`src/hdl/mpg_defs.vh`:
```
// Purpose: constants for the four-port general-purpose I/O block
// Assumes: included by bare name; definitions only
// Notes:   register index times four gives the APB byte address
`ifndef MPG_DEFS_VH
`define MPG_DEFS_VH

// ==========================================================
// register indices
`define MPG_IDX_B_LATCH  6'h01
`define MPG_IDX_C_LATCH  6'h02
`define MPG_IDX_D_LATCH  6'h03
`define MPG_IDX_B_DIR    6'h05
`define MPG_IDX_C_DIR    6'h06
`define MPG_IDX_D_DIR    6'h07
`define MPG_IDX_E_LATCH  6'h08
`define MPG_IDX_E_DIR    6'h0C

// ==========================================================
// fields and reset values
`define MPG_DIR_RESET    8'h00
`define MPG_CLKEN_BIT    7
`define MPG_CLKOUT_PIN   2
`define MPG_TIMER_ONE_EXTERNAL_CLOCK_PIN    6
`define MPG_TIMER_TWO_EXTERNAL_CLOCK_PIN    4
`define MPG_PS_EXT       3'h7
`define MPG_ADC_D_BASE   5'h08
`define MPG_ADC_B_BASE   5'h00

`endif

```
`src/hdl/mpg_top.v`:
```
// Purpose: general-purpose I/O for the second to fifth ports on APB
// Assumes: pclk 20 MHz; presetn asynchronous active low
// Notes:   pins split into in, out and output enable
// Function
// - direction bit 1 drives the pin; 0 leaves it a high-impedance input
// - reset clears every direction register, all pins inputs
// - data read returns latch where direction is 1, pin level otherwise
// - data writes always update the latch, whatever the direction
// - data latches keep their contents through reset
// - third port six bits wide; fourth and fifth ports eight bits
// - clock output enable drives half of pclk on third port pin 2
// - clock output overrides pin 2 direction; enable read/write, reset clear
// - ADC-selected fourth port pin (pins 0 to 6; pin 7 is masked off) reads 0 if input, else latch
// - timer pins ignore direction for drive; direction picks latch or 0
// - prescaler may pick pin 6 or 4 as timer clocks; direction ignored
// - fifth port eight bits; shared pins follow peripheral when owned
// - ADC-owned second port pins ignore direction; read latch or 0
//
// The APB register port was left to the implementer.
`timescale 1ns/1ps
`default_nettype none
`include "mpg_defs.vh"

module mpg_top (
  // clock and reset
  input  wire        pclk,
  input  wire        presetn,
  // apb
  input  wire        psel,
  input  wire        penable,
  input  wire        pwrite,
  input  wire [7:0]  paddr,
  input  wire [31:0] pwdata,
  output wire        pready,
  output wire [31:0] prdata,
  output wire        pslverr,
  // peripheral selects
  input  wire [4:0]  analog_channel_select,
  input  wire [2:0]  timer_one_prescaler_select,
  input  wire [2:0]  timer_two_prescaler_select,
  input  wire [7:0]  fifth_port_periph_en,
  input  wire [7:0]  fifth_port_periph_out,
  input  wire [7:0]  fifth_port_periph_oe,
  // second port pins
  input  wire [7:0]  port_b_pin_in,
  output wire [7:0]  port_b_pin_out,
  output wire [7:0]  port_b_pin_oe,
  // third port pins
  input  wire [5:0]  port_c_pin_in,
  output wire [5:0]  port_c_pin_out,
  output wire [5:0]  port_c_pin_oe,
  // fourth port pins
  input  wire [7:0]  port_d_pin_in,
  output wire [7:0]  port_d_pin_out,
  output wire [7:0]  port_d_pin_oe,
  // fifth port pins
  input  wire [7:0]  port_e_pin_in,
  output wire [7:0]  port_e_pin_out,
  output wire [7:0]  port_e_pin_oe
);

  // ==========================================================
  // decode helpers
  // channels outside the port give an empty mask
  function [7:0] chan_mask;
    input [4:0] sel;
    input [4:0] base;
    reg   [4:0] off;
    begin
      off       = sel - base;
      chan_mask = 8'h00;
      if (sel >= base && off < 5'd8) begin
        chan_mask[off[2:0]] = 1'b1;
      end
    end
  endfunction

  // external clock code; same decode for both timers
  function ext_clk_sel;
    input [2:0] ps;
    begin
      ext_clk_sel = (ps == `MPG_PS_EXT);
    end
  endfunction

  // ==========================================================
  // address decode
  wire [5:0] idx     = paddr[7:2];
  wire       aligned = (paddr[1:0] == 2'b00);
  reg        hit;
  reg  [7:0] sel_reg;

  always @* begin
    hit     = aligned;
    sel_reg = 8'h00;
    if (idx == `MPG_IDX_B_LATCH) begin
      sel_reg[0] = 1'b1;
    end else if (idx == `MPG_IDX_C_LATCH) begin
      sel_reg[1] = 1'b1;
    end else if (idx == `MPG_IDX_D_LATCH) begin
      sel_reg[2] = 1'b1;
    end else if (idx == `MPG_IDX_B_DIR) begin
      sel_reg[3] = 1'b1;
    end else if (idx == `MPG_IDX_C_DIR) begin
      sel_reg[4] = 1'b1;
    end else if (idx == `MPG_IDX_D_DIR) begin
      sel_reg[5] = 1'b1;
    end else if (idx == `MPG_IDX_E_LATCH) begin
      sel_reg[6] = 1'b1;
    end else if (idx == `MPG_IDX_E_DIR) begin
      sel_reg[7] = 1'b1;
    end else begin
      hit = 1'b0;
    end
    if (!aligned) begin
      sel_reg = 8'h00;
    end
  end

  wire       wr_stb;
  wire [7:0] wr = sel_reg & {8{wr_stb}};

  // ==========================================================
  // clock output on third port
  reg clken_q;
  reg clk_tog_q;

  always @(posedge pclk or negedge presetn) begin
    if (!presetn) begin
      clken_q <= 1'b0;
    end else if (wr[4]) begin
      clken_q <= pwdata[`MPG_CLKEN_BIT];
    end
  end

  // flop-born clock, half of pclk; keeps outputs registered
  always @(posedge pclk or negedge presetn) begin
    if (!presetn) begin
      clk_tog_q <= 1'b0;
    end else if (clken_q) begin
      clk_tog_q <= ~clk_tog_q;
    end else begin
      clk_tog_q <= 1'b0;
    end
  end

  // ==========================================================
  // sharing masks
  // ADC owns second port pins
  wire [7:0] adc_b = chan_mask(analog_channel_select, `MPG_ADC_B_BASE);
  wire [7:0] adc_d = chan_mask(analog_channel_select, `MPG_ADC_D_BASE) & 8'h7F;
  wire       ta_ext = ext_clk_sel(timer_one_prescaler_select);
  wire       tb_ext = ext_clk_sel(timer_two_prescaler_select);
  reg  [7:0] tim_d;
  always @* begin
    tim_d                 = 8'h00;
    tim_d[`MPG_TIMER_ONE_EXTERNAL_CLOCK_PIN] = ta_ext;
    tim_d[`MPG_TIMER_TWO_EXTERNAL_CLOCK_PIN] = tb_ext;
  end
  // timer pins: input, read latch or 0
  wire [7:0] own_d = adc_d | tim_d;

  wire [5:0] own_c = {3'b000, clken_q, 2'b00};
  // pin 2 carries the divided clock, other bits unused
  wire [5:0] clk_c_out = {3'b000, clk_tog_q, 2'b00};

  // ==========================================================
  // ports
  // latch copies stay inside each port; only readback leaves
  wire [7:0] b_dir;
  wire [7:0] b_rd;
  wire [5:0] c_dir;
  wire [5:0] c_rd;
  wire [7:0] d_dir;
  wire [7:0] d_rd;
  wire [7:0] e_dir;
  wire [7:0] e_rd;

  mpg_port #(.W(8)) u_port_b (
    .pclk       (pclk),
    .presetn    (presetn),
    .wr_latch   (wr[0]),
    .wr_dir     (wr[3]),
    .wdata      (pwdata[7:0]),
    .own        (adc_b),
    .own_out    (8'h00),
    .own_oe     (8'h00),
    .zero_if_in (adc_b),
    .rd_zero    (8'h00),
    .pin_in     (port_b_pin_in),
    .pin_out_q  (port_b_pin_out),
    .pin_oe_q   (port_b_pin_oe),
    .latch_q    (),
    .dir_q      (b_dir),
    .rdata      (b_rd)
  );

  mpg_port #(.W(6)) u_port_c (
    .pclk       (pclk),
    .presetn    (presetn),
    .wr_latch   (wr[1]),
    .wr_dir     (wr[4]),
    .wdata      (pwdata[5:0]),
    .own        (own_c),
    .own_out    (clk_c_out),
    .own_oe     (own_c),
    .zero_if_in (6'h00),
    .rd_zero    (own_c),
    .pin_in     (port_c_pin_in),
    .pin_out_q  (port_c_pin_out),
    .pin_oe_q   (port_c_pin_oe),
    .latch_q    (),
    .dir_q      (c_dir),
    .rdata      (c_rd)
  );

  mpg_port #(.W(8)) u_port_d (
    .pclk       (pclk),
    .presetn    (presetn),
    .wr_latch   (wr[2]),
    .wr_dir     (wr[5]),
    .wdata      (pwdata[7:0]),
    .own        (own_d),
    .own_out    (8'h00),
    .own_oe     (8'h00),
    .zero_if_in (own_d),
    .rd_zero    (8'h00),
    .pin_in     (port_d_pin_in),
    .pin_out_q  (port_d_pin_out),
    .pin_oe_q   (port_d_pin_oe),
    .latch_q    (),
    .dir_q      (d_dir),
    .rdata      (d_rd)
  );

  // shared pins follow peripheral; input reads pin
  mpg_port #(.W(8)) u_port_e (
    .pclk       (pclk),
    .presetn    (presetn),
    .wr_latch   (wr[6]),
    .wr_dir     (wr[7]),
    .wdata      (pwdata[7:0]),
    .own        (fifth_port_periph_en),
    .own_out    (fifth_port_periph_out),
    .own_oe     (fifth_port_periph_oe),
    .zero_if_in (8'h00),
    .rd_zero    (8'h00),
    .pin_in     (port_e_pin_in),
    .pin_out_q  (port_e_pin_out),
    .pin_oe_q   (port_e_pin_oe),
    .latch_q    (),
    .dir_q      (e_dir),
    .rdata      (e_rd)
  );

  // ==========================================================
  // read mux; reserved bits read zero
  reg [31:0] rd_value;
  always @* begin
    rd_value = 32'h0000_0000;
    if (sel_reg[0]) begin
      rd_value[7:0] = b_rd;
    end else if (sel_reg[1]) begin
      rd_value[5:0] = c_rd;
    end else if (sel_reg[2]) begin
      rd_value[7:0] = d_rd;
    end else if (sel_reg[3]) begin
      rd_value[7:0] = b_dir;
    end else if (sel_reg[4]) begin
      rd_value[5:0]          = c_dir;
      rd_value[`MPG_CLKEN_BIT] = clken_q;
    end else if (sel_reg[5]) begin
      rd_value[7:0] = d_dir;
    end else if (sel_reg[6]) begin
      rd_value[7:0] = e_rd;
    end else if (sel_reg[7]) begin
      rd_value[7:0] = e_dir;
    end
  end

  // ==========================================================
  // bus slave
  // registered read data costs a wait state but keeps pins off the bus path
  mpg_apb u_apb (
    .pclk     (pclk),
    .presetn  (presetn),
    .psel     (psel),
    .penable  (penable),
    .pwrite   (pwrite),
    .pready   (pready),
    .prdata   (prdata),
    .pslverr  (pslverr),
    .hit      (hit),
    .rd_value (rd_value),
    .wr_stb   (wr_stb)
  );

endmodule // mpg_top

`default_nettype wire

```
`src/hdl/mpg_apb.v`:
```
// Purpose: APB slave front end with one wait state
// Assumes: pclk single clock; presetn asynchronous active low
// Notes:   read data is captured on the same edge that pready rises
`timescale 1ns/1ps
`default_nettype none

module mpg_apb (
  // clock and reset
  input  wire        pclk,
  input  wire        presetn,
  // apb
  input  wire        psel,
  input  wire        penable,
  input  wire        pwrite,
  output reg         pready,
  output reg  [31:0] prdata,
  output reg         pslverr,
  // register file side
  input  wire        hit,
  input  wire [31:0] rd_value,
  output wire        wr_stb
);

  // ==========================================================
  // access phase tracking
  wire acc_first = psel & penable & ~pready;

  // writes land only at the completing edge
  assign wr_stb = psel & penable & pready & pwrite & ~pslverr;

  always @(posedge pclk or negedge presetn) begin
    if (!presetn) begin
      pready  <= 1'b0;
      prdata  <= 32'h0000_0000;
      pslverr <= 1'b0;
    end else begin
      pready  <= acc_first;
      pslverr <= acc_first & ~hit;
      if (acc_first) begin
        prdata <= (pwrite | ~hit) ? 32'h0000_0000 : rd_value;
      end
    end
  end

endmodule // mpg_apb

`default_nettype wire

```
`src/hdl/mpg_port.v`:
```
// Purpose: one generic port: latch, direction, readback, pin drive
// Assumes: pin inputs synchronous to pclk
// Notes:   latch has no reset on purpose
`timescale 1ns/1ps
`default_nettype none

module mpg_port #(
  parameter W = 8
) (
  // clock and reset
  input  wire         pclk,
  input  wire         presetn,
  // register writes
  input  wire         wr_latch,
  input  wire         wr_dir,
  input  wire [W-1:0] wdata,
  // sharing controls
  input  wire [W-1:0] own,
  input  wire [W-1:0] own_out,
  input  wire [W-1:0] own_oe,
  input  wire [W-1:0] zero_if_in,
  input  wire [W-1:0] rd_zero,
  // pins
  input  wire [W-1:0] pin_in,
  output reg  [W-1:0] pin_out_q,
  output reg  [W-1:0] pin_oe_q,
  // register view
  output reg  [W-1:0] latch_q,
  output reg  [W-1:0] dir_q,
  output wire [W-1:0] rdata
);

  // ==========================================================
  // latch survives reset
  always @(posedge pclk) begin
    if (wr_latch) begin
      latch_q <= wdata;
    end
  end

  always @(posedge pclk or negedge presetn) begin
    if (!presetn) begin
      dir_q <= {W{1'b0}};
    end else if (wr_dir) begin
      dir_q <= wdata;
    end
  end

  // ==========================================================
  // latch or pin readback
  assign rdata = ~rd_zero & ((dir_q & latch_q) | (~dir_q & ~zero_if_in & pin_in));

  always @(posedge pclk or negedge presetn) begin
    if (!presetn) begin
      pin_out_q <= {W{1'b0}};
      pin_oe_q  <= {W{1'b0}};
    end else begin
      pin_out_q <= (own & own_out) | (~own & latch_q);
      pin_oe_q  <= (own & own_oe) | (~own & dir_q);
    end
  end

endmodule // mpg_port

`default_nettype wire

```
`config.mk`:
```
export PLATFORM = sky130hd
export DESIGN_NAME = mpg_top
export DESIGN_NICKNAME = d
export VERILOG_FILES = /design/src/hdl/mpg_top.v /design/src/hdl/mpg_apb.v /design/src/hdl/mpg_port.v
export VERILOG_INCLUDE_DIRS = /design/src /design/src/hdl
export SDC_FILE = /design/constraint.sdc
export NUM_CORES = 1
export LEC_CHECK = 0
export BUFFER_PORTS_ARGS = -buffer_cell sky130_fd_sc_hd__buf_4
export CAP_MARGIN = 15
export CORE_ASPECT_RATIO = 1.5
export CORE_MARGIN = 2
export CORE_UTILIZATION = 57
export DETAILED_ROUTE_END_ITERATION = 16
export GPL_TIMING_DRIVEN = 0
export PLACE_DENSITY_LB_ADDON = 0.05
export SLEW_MARGIN = 5
export SYNTH_ARGS = -nofsm -noshare
export SYNTH_HDL_FRONTEND = slang
export SYNTH_HIERARCHICAL = 1
export SYNTH_SLANG_ARGS = --single-unit
```
`constraint.sdc`:
```
create_clock -name pclk -period 5 [get_ports pclk]
set_clock_uncertainty 0.1 [all_clocks]
set_input_delay 0.75 -clock pclk [delete_from_list [all_inputs] [get_ports pclk]]
set_output_delay 0.75 -clock pclk [all_outputs]
set_load 0.03 [all_outputs]
```
# Yosys cells after proc, flatten, opt, wreduce, memory -nomap -nowiden
# Index checks and enable logic that the tools add are counted.
dict set report totals {
  reg_bits 156
  elab_cells 140
  output_inout_bits 94
  input_bits 110
}
dict set report classes {
  n_addsub 1
  reduce_logical 5
  eq_ne 10
  order_cmp 8
  bitwise_logic 52
  mux 43
}
# operator n
set ops {}
lappend ops {{8-bit AND} 17}
lappend ops {{8-bit 2-to-1 mux} 9}
lappend ops {{8-bit inverter} 5}
lappend ops {{8-bit OR} 5}
lappend ops {{6-bit AND} 5}
lappend ops {{1-bit 2-to-1 mux} 22}
lappend ops {{6-bit by 3-bit == test with 1-bit output, second input constant} 3}
lappend ops {{6-bit 2-to-1 mux} 3}
lappend ops {{6-bit OR} 3}
lappend ops {{7-bit 2-to-1 mux} 2}
lappend ops {{6-bit by 2-bit == test with 1-bit output, second input constant} 2}
lappend ops {{6-bit by 4-bit == test with 1-bit output, second input constant} 2}
lappend ops {{5-bit by 4-bit < comparator with 1-bit output, second input constant} 2}
lappend ops {{3-bit by 4-bit < comparator with 1-bit output, second input constant} 2}
lappend ops {{7-bit inverter with 8-bit output} 1}
lappend ops {{7-bit OR} 1}
lappend ops {{1-bit AND} 6}
lappend ops {{3-bit AND} 2}
lappend ops {{1-bit demux with 3-bit select} 2}
lappend ops {{3-bit == test, second input constant} 2}
lappend ops {{6-bit by 1-bit == test with 1-bit output, second input constant} 1}
lappend ops {{3-bit by 1-bit >= comparator with 1-bit output, second input constant} 2}
lappend ops {{3-bit inverter with 6-bit output} 1}
lappend ops {{6-bit inverter} 1}
lappend ops {{11 further kinds} 18}

# Depth between registers and ports, before layout
dict set report depth {
  ltp_word 19
  ltp_mapped 11
  mapped_depth_nobuf 11
}

# By module
# Netlist, hierarchy kept.
# mod cells_each area_each_um2 seq_area_each_um2 n_inst
set by_module_without_submodules {}
lappend by_module_without_submodules {{mpg_port at u_port_b ...} 81 1256.2 840.8 3}
lappend by_module_without_submodules {mpg_apb 112 1729.2 850.8 1}
lappend by_module_without_submodules {mpg_top 180 1091.0 50.0 1}
lappend by_module_without_submodules {{mpg_port at u_port_c} 61 943.4 630.6 1}

# Worst setup path after synthesis
# OpenSTA, ideal clock, no wires.
dict set report synth_timing {
  path_type {input to register}
  from {input paddr[7]}
  to {register u_apb.prdata[3]}
  arrival_ps 2556
  path_slack_ps 2218
  required_time_ps 4775
  stages 8
  path_buffers 2
  cell_sequence {or4_4 > or3_1 > buf_2 > buf_6 > o211ai_1 > o221ai_1 > and3b_2 > mux2_4}
}
dict set report synth_via {
  elab_chain_cells 19
}
# element line_no
set synth_lines {}
lappend synth_lines {{start: declaration} mpg_top.v:32} ;# input wire [7:0] paddr,
lappend synth_lines {{6-bit by 4-bit == test with 1-bit output (no source line)} --}
lappend synth_lines {{1-bit 2-to-1 mux} mpg_top.v:110} ;# end else if (idx == `MPG_IDX_E_DIR) begin
lappend synth_lines {{1-bit 2-to-1 mux} mpg_top.v:108} ;# end else if (idx == `MPG_IDX_E_LATCH) begin
lappend synth_lines {{2-bit 2-to-1 mux} mpg_top.v:106} ;# end else if (idx == `MPG_IDX_D_DIR) begin
lappend synth_lines {{3-bit 2-to-1 mux} mpg_top.v:104} ;# end else if (idx == `MPG_IDX_C_DIR) begin
lappend synth_lines {{4-bit 2-to-1 mux} mpg_top.v:102} ;# end else if (idx == `MPG_IDX_B_DIR) begin
lappend synth_lines {{5-bit 2-to-1 mux} mpg_top.v:100} ;# end else if (idx == `MPG_IDX_D_LATCH) begin
lappend synth_lines {{6-bit 2-to-1 mux} mpg_top.v:98} ;# end else if (idx == `MPG_IDX_C_LATCH) begin
lappend synth_lines {{[... 4 more ...]} --}
lappend synth_lines {{8-bit 2-to-1 mux} mpg_top.v:272} ;# end else if (sel_reg[5]) begin
lappend synth_lines {{6-bit 2-to-1 mux} mpg_top.v:269} ;# end else if (sel_reg[4]) begin
lappend synth_lines {{8-bit 2-to-1 mux} mpg_top.v:267} ;# end else if (sel_reg[3]) begin
lappend synth_lines {{8-bit 2-to-1 mux} mpg_top.v:265} ;# end else if (sel_reg[2]) begin
lappend synth_lines {{6-bit 2-to-1 mux} mpg_top.v:263} ;# end else if (sel_reg[1]) begin
lappend synth_lines {{8-bit 2-to-1 mux (*)} mpg_top.v:261} ;# if (sel_reg[0]) begin
lappend synth_lines {{via rd_value[3]} mpg_top.v:258} ;# reg [31:0] rd_value;
lappend synth_lines {{8-bit 2-to-1 mux (*)} mpg_apb.v:40} ;# prdata <= (pwrite | ~hit) ? 32'h0000_0000 : rd_value;
lappend synth_lines {{end signal: assignment} mpg_apb.v:40}
lappend synth_lines {{end: declaration} mpg_apb.v:16} ;# output reg [31:0] prdata,
# The timed path passes the listed nets; every way through them passes the cells marked *.
# A chain may end at the register's enable or synchronous reset.

# Worst setup path after layout
dict set report layout_timing {
  from {input analog_channel_select[0]}
  to {register u_apb.prdata[0]}
}
# element line_no
set layout_lines {}
lappend layout_lines {{start: declaration} mpg_top.v:38} ;# input wire [4:0] analog_channel_select,
lappend layout_lines {{3-bit by 4-bit < comparator with 1-bit output (implied by the code) / 3-bit by 1-bit >= comparator with 1-bit output (equally long branches)} mpg_top.v:73} ;# chan_mask[off[2:0]] = 1'b1;
lappend layout_lines {{1-bit logical AND (implied by the code)} mpg_top.v:73}
lappend layout_lines {{1-bit 2-to-1 mux (implied by the code)} mpg_top.v:73}
lappend layout_lines {{1-bit demux with 3-bit select} mpg_top.v:73}
lappend layout_lines {{8-bit 2-to-1 mux (*)} mpg_top.v:72} ;# if (sel >= base && off < 5'd8) begin
lappend layout_lines {{via adc_b[0]} mpg_top.v:150} ;# wire [7:0] adc_b = chan_mask(analog_channel_select, `MPG_ADC_B_BASE);
lappend layout_lines {{8-bit inverter (*)} mpg_port.v:51} ;# assign rdata = ~rd_zero & ((dir_q & latch_q) | (~dir_q & ~zero_if_in & pin_in));
lappend layout_lines {{8-bit AND (*) (2 in series)} mpg_port.v:51}
lappend layout_lines {{8-bit OR (*)} mpg_port.v:51}
lappend layout_lines {{via b_rd[0]} mpg_top.v:171} ;# wire [7:0] b_rd;
lappend layout_lines {{8-bit 2-to-1 mux (*)} mpg_top.v:261}
lappend layout_lines {{via rd_value[0]} mpg_top.v:258}
lappend layout_lines {{8-bit 2-to-1 mux (*)} mpg_apb.v:40}
# Marked as above.

==> results.sh <==
export IMPL_cts_setup_buffers=0
export IMPL_crit_path_cells="buf_4 -> or3_1 -> nor3_1 -> or3b_1 -> a21oi_1 -> nor2b_1 -> o21ai_0 -> o211ai_1 -> o221ai_1 -> and3b_2 -> mux2_4"
export IMPL_detail_route_iter0_violations=283
export IMPL_htree_levels=4
export IMPL_layout_min_cycle_time_ps=3060
export IMPL_grt_start_max_net_pins=70
export IMPL_drc_violations_left=0
export IMPL_nature_of_the_critical_path_startpoint="primary input"
export IMPL_die_x_um=97.9
export IMPL_ios=204
export IMPL_seq_area_frac_synth=0.538
export IMPL_cp_buffers_inverters=1
export IMPL_critical_path_arrival_ps=3260
export IMPL_cp_top_family="simple AND/OR/NAND/NOR gates"
export IMPL_dp_hpwl_um=15200
export IMPL_via_count_of_the_first_global_routing_pass=6261
export IMPL_worstPathRequired_ps=5200
export IMPL_cellPowerDensity_mw_per_mm2=295
export IMPL_cpMaxStageDelayCell="sky130_fd_sc_hd__or3_1"
export IMPL_final_setup_tns_ps=0
export IMPL_syn_to_final_growth_pct=35.2
export IMPL_antenna_found_initial=0
export IMPL_ys_ff_latch=156
export IMPL_final_core_utilization=0.786
export IMPL_post_cts_resize_count=0
export IMPL_slowest_delay_ps=450
export IMPL_fp_dieH_um=145
export IMPL_viasPerCell=5.35
export IMPL_floorplan_initialDensity=0.581
export IMPL_detail_route_wl_per_cell_um=19.1
export IMPL_fin_crit_sh=0.612
export IMPL_rsz_0062_raised_after_global_routing="no"
export IMPL_min_path_type="primary input to asynchronous set/reset pin"
export IMPL_status="completed"
export IMPL_drtPass1Iterations=5
export IMPL_holdWs_ps=240
export IMPL_max_freq_ghz=0.327
export IMPL_numCtsBuffers=17
export IMPL_max_slew_worst_pin_slew_ps=994
export IMPL_global_route_overflow_total=0
export IMPL_antenna_cells=0
export IMPL_synth_edff_count=30
export IMPL_floorplan_core_area_sq_mm=0.0130
export IMPL_startpoint="analog_channel_select[0]"
export IMPL_clk_path_buf_depth=2
export IMPL_clkLatencyLatePin_ps=420
export IMPL_synth_cell_type_count=41
export IMPL_max_slew_margin=0.335
export IMPL_worstSetupPathType="primary input to register"
export IMPL_p_seq_frac=0.439
export IMPL_gp_routability_congestion=0.887
export IMPL_via_count=5811
export IMPL_switching_share=0.235
export IMPL_combPwrFrac=0.100
export IMPL_vdd_drop_max_mv=0.278
export IMPL_num_nets_final=1025
export IMPL_power_leakage_uw=0.00499
export IMPL_buffer_ports_inserted=177
export IMPL_clock_tree_root_cell="sky130_fd_sc_hd__clkbuf_16"
export IMPL_die_area_sq_mm=0.0142
export IMPL_intPower_uw=2300
export IMPL_postSynthAreaPerCell_sq_um=12.6
export IMPL_mapped_cell_area_sq_mm=0.00753
export IMPL_synthFlopType="sky130_fd_sc_hd__dfrtp_1"
export IMPL_switchingPower_uw=705
export IMPL_finalHoldViolations=0
export IMPL_worstSetupEndpointType="register"
export IMPL_share_of_post_route_cells_with_drive_strength_above_1=0.388
export IMPL_ys_warn_count=6
export IMPL_grt_first_pass_wirelength_um=32200
export IMPL_cts_tree="done"
export IMPL_ctsHoldBuffers=0
export IMPL_syn_inst=596
export IMPL_routed_wl_um=20700
export IMPL_maxCapViolCount=0
export IMPL_p_total_uw=3010
export IMPL_antenna_violating_nets_post_route=0
export IMPL_cts_clk_slew_worst_paths_ps=60
export IMPL_setup_failing_eps_final=0
export IMPL_power_share_clock=0.461
export IMPL_core_rowCount=51
export IMPL_globalRouteTotalUtil=0.297
export IMPL_postSynth_asyncResetShare=0.808
export IMPL_maximum_fanout_along_the_worst_path=4
export IMPL_clock_sinks=156
export IMPL_timing_rr_start="u_port_b/dir_q[6]"
export IMPL_drv_slew=0
==> metal layers <==
metal,wire (um),vias to the layer above,track usage
met1,7930,2865,0.342
met4,767,0,0.132
met5,0,-,0
li1,-,2699,-
met2,11100,201,0.540
met3,931,46,0.0509
==> stage by stage <==
stage	area [sq um]	setup WS, ps	instances
floorplan	7990	2220	717
global placement	9510	1630	1053
detailed placement	9550	1560	1055
CTS	10200	1990	1087
global route	10200	1850	1087
finish	10200	1940	1087
==> power by group through the flow <==
| stage | clock network (uW) | registers (uW) | logic [uW] |
|---|---|---|---|
| 2_1_floorplan | 0 | 1380 | 114 |
| 5_1_grt | 1450 | 1320 | 325 |
| 3_5_place_dp | 0 | 1350 | 295 |
| 3_3_place_gp | 0 | 1340 | 284 |
| 4_1_cts | 1400 | 1320 | 297 |
| 6_report | 1380 | 1320 | 300 |
==> path summary, 6_finish.rpt <==
kind                                         end  slack [ps]  cells past startpoint
setup reg to reg                 u_apb/prdata[6]        2400                      8
hold reg to reg                        clk_tog_q         330                      1
setup / recovery                 u_apb/prdata[0]        1940                     11
hold / removal             u_port_d/pin_out_q[4]         240                      1
max in group asynchronous  u_port_e/pin_out_q[0]        3830                      2
min in group pclk                      clk_tog_q         330                      1
==> cell type report <==
type	instances	area, sq um
sequential	156	4050
multi-input combinational	522	3710
fill	810	2770
timing repair buffer	179	1370
clock buffer	20	447
tap	159	199
buffer	31	193
clock inverter	12	185
inverter	8	30.0
==> synth_stat cells, types with 2 or more instances <==
library cell,n,area share
sky130_fd_sc_hd__mux2_2,94,0.14
sky130_fd_sc_hd__and3b_1,23,0.027
sky130_fd_sc_hd__nor3_1,10,0.0066
sky130_fd_sc_hd__nand2b_1,5,0.0042
sky130_fd_sc_hd__inv_1,8,0.0040
sky130_fd_sc_hd__nand2_1,38,0.019
sky130_fd_sc_hd__a22oi_1,6,0.0060
sky130_fd_sc_hd__or3_1,3,0.0025
sky130_fd_sc_hd__and3b_2,10,0.013
sky130_fd_sc_hd__a21oi_1,39,0.026
sky130_fd_sc_hd__nor2_1,17,0.0085
sky130_fd_sc_hd__buf_2,10,0.0066
sky130_fd_sc_hd__dfrtp_1,126,0.42
sky130_fd_sc_hd__nand3_1,10,0.0066
sky130_fd_sc_hd__buf_12,3,0.0080
sky130_fd_sc_hd__o211ai_1,8,0.0080
sky130_fd_sc_hd__nor2b_1,20,0.017
sky130_fd_sc_hd__a21o_1,6,0.0060
sky130_fd_sc_hd__mux2_4,28,0.056
sky130_fd_sc_hd__nor4_1,2,0.0017
sky130_fd_sc_hd__buf_1,2,0.0010
sky130_fd_sc_hd__o22ai_1,8,0.0066
sky130_fd_sc_hd__o21ai_0,18,0.012
sky130_fd_sc_hd__or3b_1,30,0.035
sky130_fd_sc_hd__buf_6,2,0.0030
sky130_fd_sc_hd__o221ai_1,5,0.0058
sky130_fd_sc_hd__mux2i_1,8,0.011
sky130_fd_sc_hd__edfxtp_1,30,0.12
sky130_fd_sc_hd__nand3b_1,2,0.0020
sky130_fd_sc_hd__clkbuf_1,14,0.0070
==> worst register-to-register path: cells and delay by family, from the launching register on <==
kind	cells	cell delay, ps
AOI/OAI and AO/OA	2	720
DFF	1	420
muxes	1	130
and+or+nand+nor	5	1180
==> state kept, by name, summed over array words and instances, names as in the netlist <==
register,count
u_port_c/pin_out_q,6
u_port_d/pin_out_q,8
u_port_e/pin_oe_q,8
u_port_d/dir_q,8
u_port_b/latch_q,8
u_port_e/latch_q,8
u_port_d/pin_oe_q,8
u_port_b/pin_oe_q,8
u_apb/pready,1
clken_q,1
u_port_e/pin_out_q,8
u_port_c/pin_oe_q,6
u_port_c/latch_q,6
u_port_d/latch_q,8
u_apb/pslverr,1
u_apb/prdata,32
u_port_c/dir_q,6
u_port_b/dir_q,8
u_port_b/pin_out_q,8
u_port_e/dir_q,8
clk_tog_q,1
==> cells by family after synthesis <==
| group | synth area share |
|---|---|
| muxes | 0.208 |
| other | 0.000498 |
| and+or+nand+nor | 0.148 |
| AOI/OAI and AO/OA | 0.0756 |
| DFF | 0.538 |
| buffers and inverters | 0.0296 |
==> placed cells by master, fill, tap and decap left out, drive strengths merged <==
master | synthesis | routed
nand3 | 10 | 10
o21ai | 18 | 18
and3b | 33 | 33
buf | 17 | 196
nor3 | 10 | 10
a21o | 6 | 6
a21oi | 39 | 39
mux2i | 8 | 8
inv | 8 | 12
o2bb2ai | 1 | 1
o21bai | 1 | 1
o211ai | 8 | 8
nor2b | 20 | 20
edfxtp | 30 | 30
nand4 | 1 | 1
mux2 | 123 | 123
and3 | 1 | 1
o221ai | 5 | 5
a22oi | 6 | 6
or3b | 31 | 31
dfrtp | 126 | 126
or3 | 3 | 3
clkbuf | 14 | 34
conb | 1 | 122
bufinv | 0 | 4
nor2 | 18 | 18
nand2 | 38 | 38
or4 | 1 | 1
nor4 | 2 | 2
clkinvlp | 0 | 4
a2111oi | 1 | 1
a221oi | 1 | 1
o22ai | 8 | 8
nand3b | 2 | 2
nand2b | 5 | 5
(Power assumes the default switching activity.)
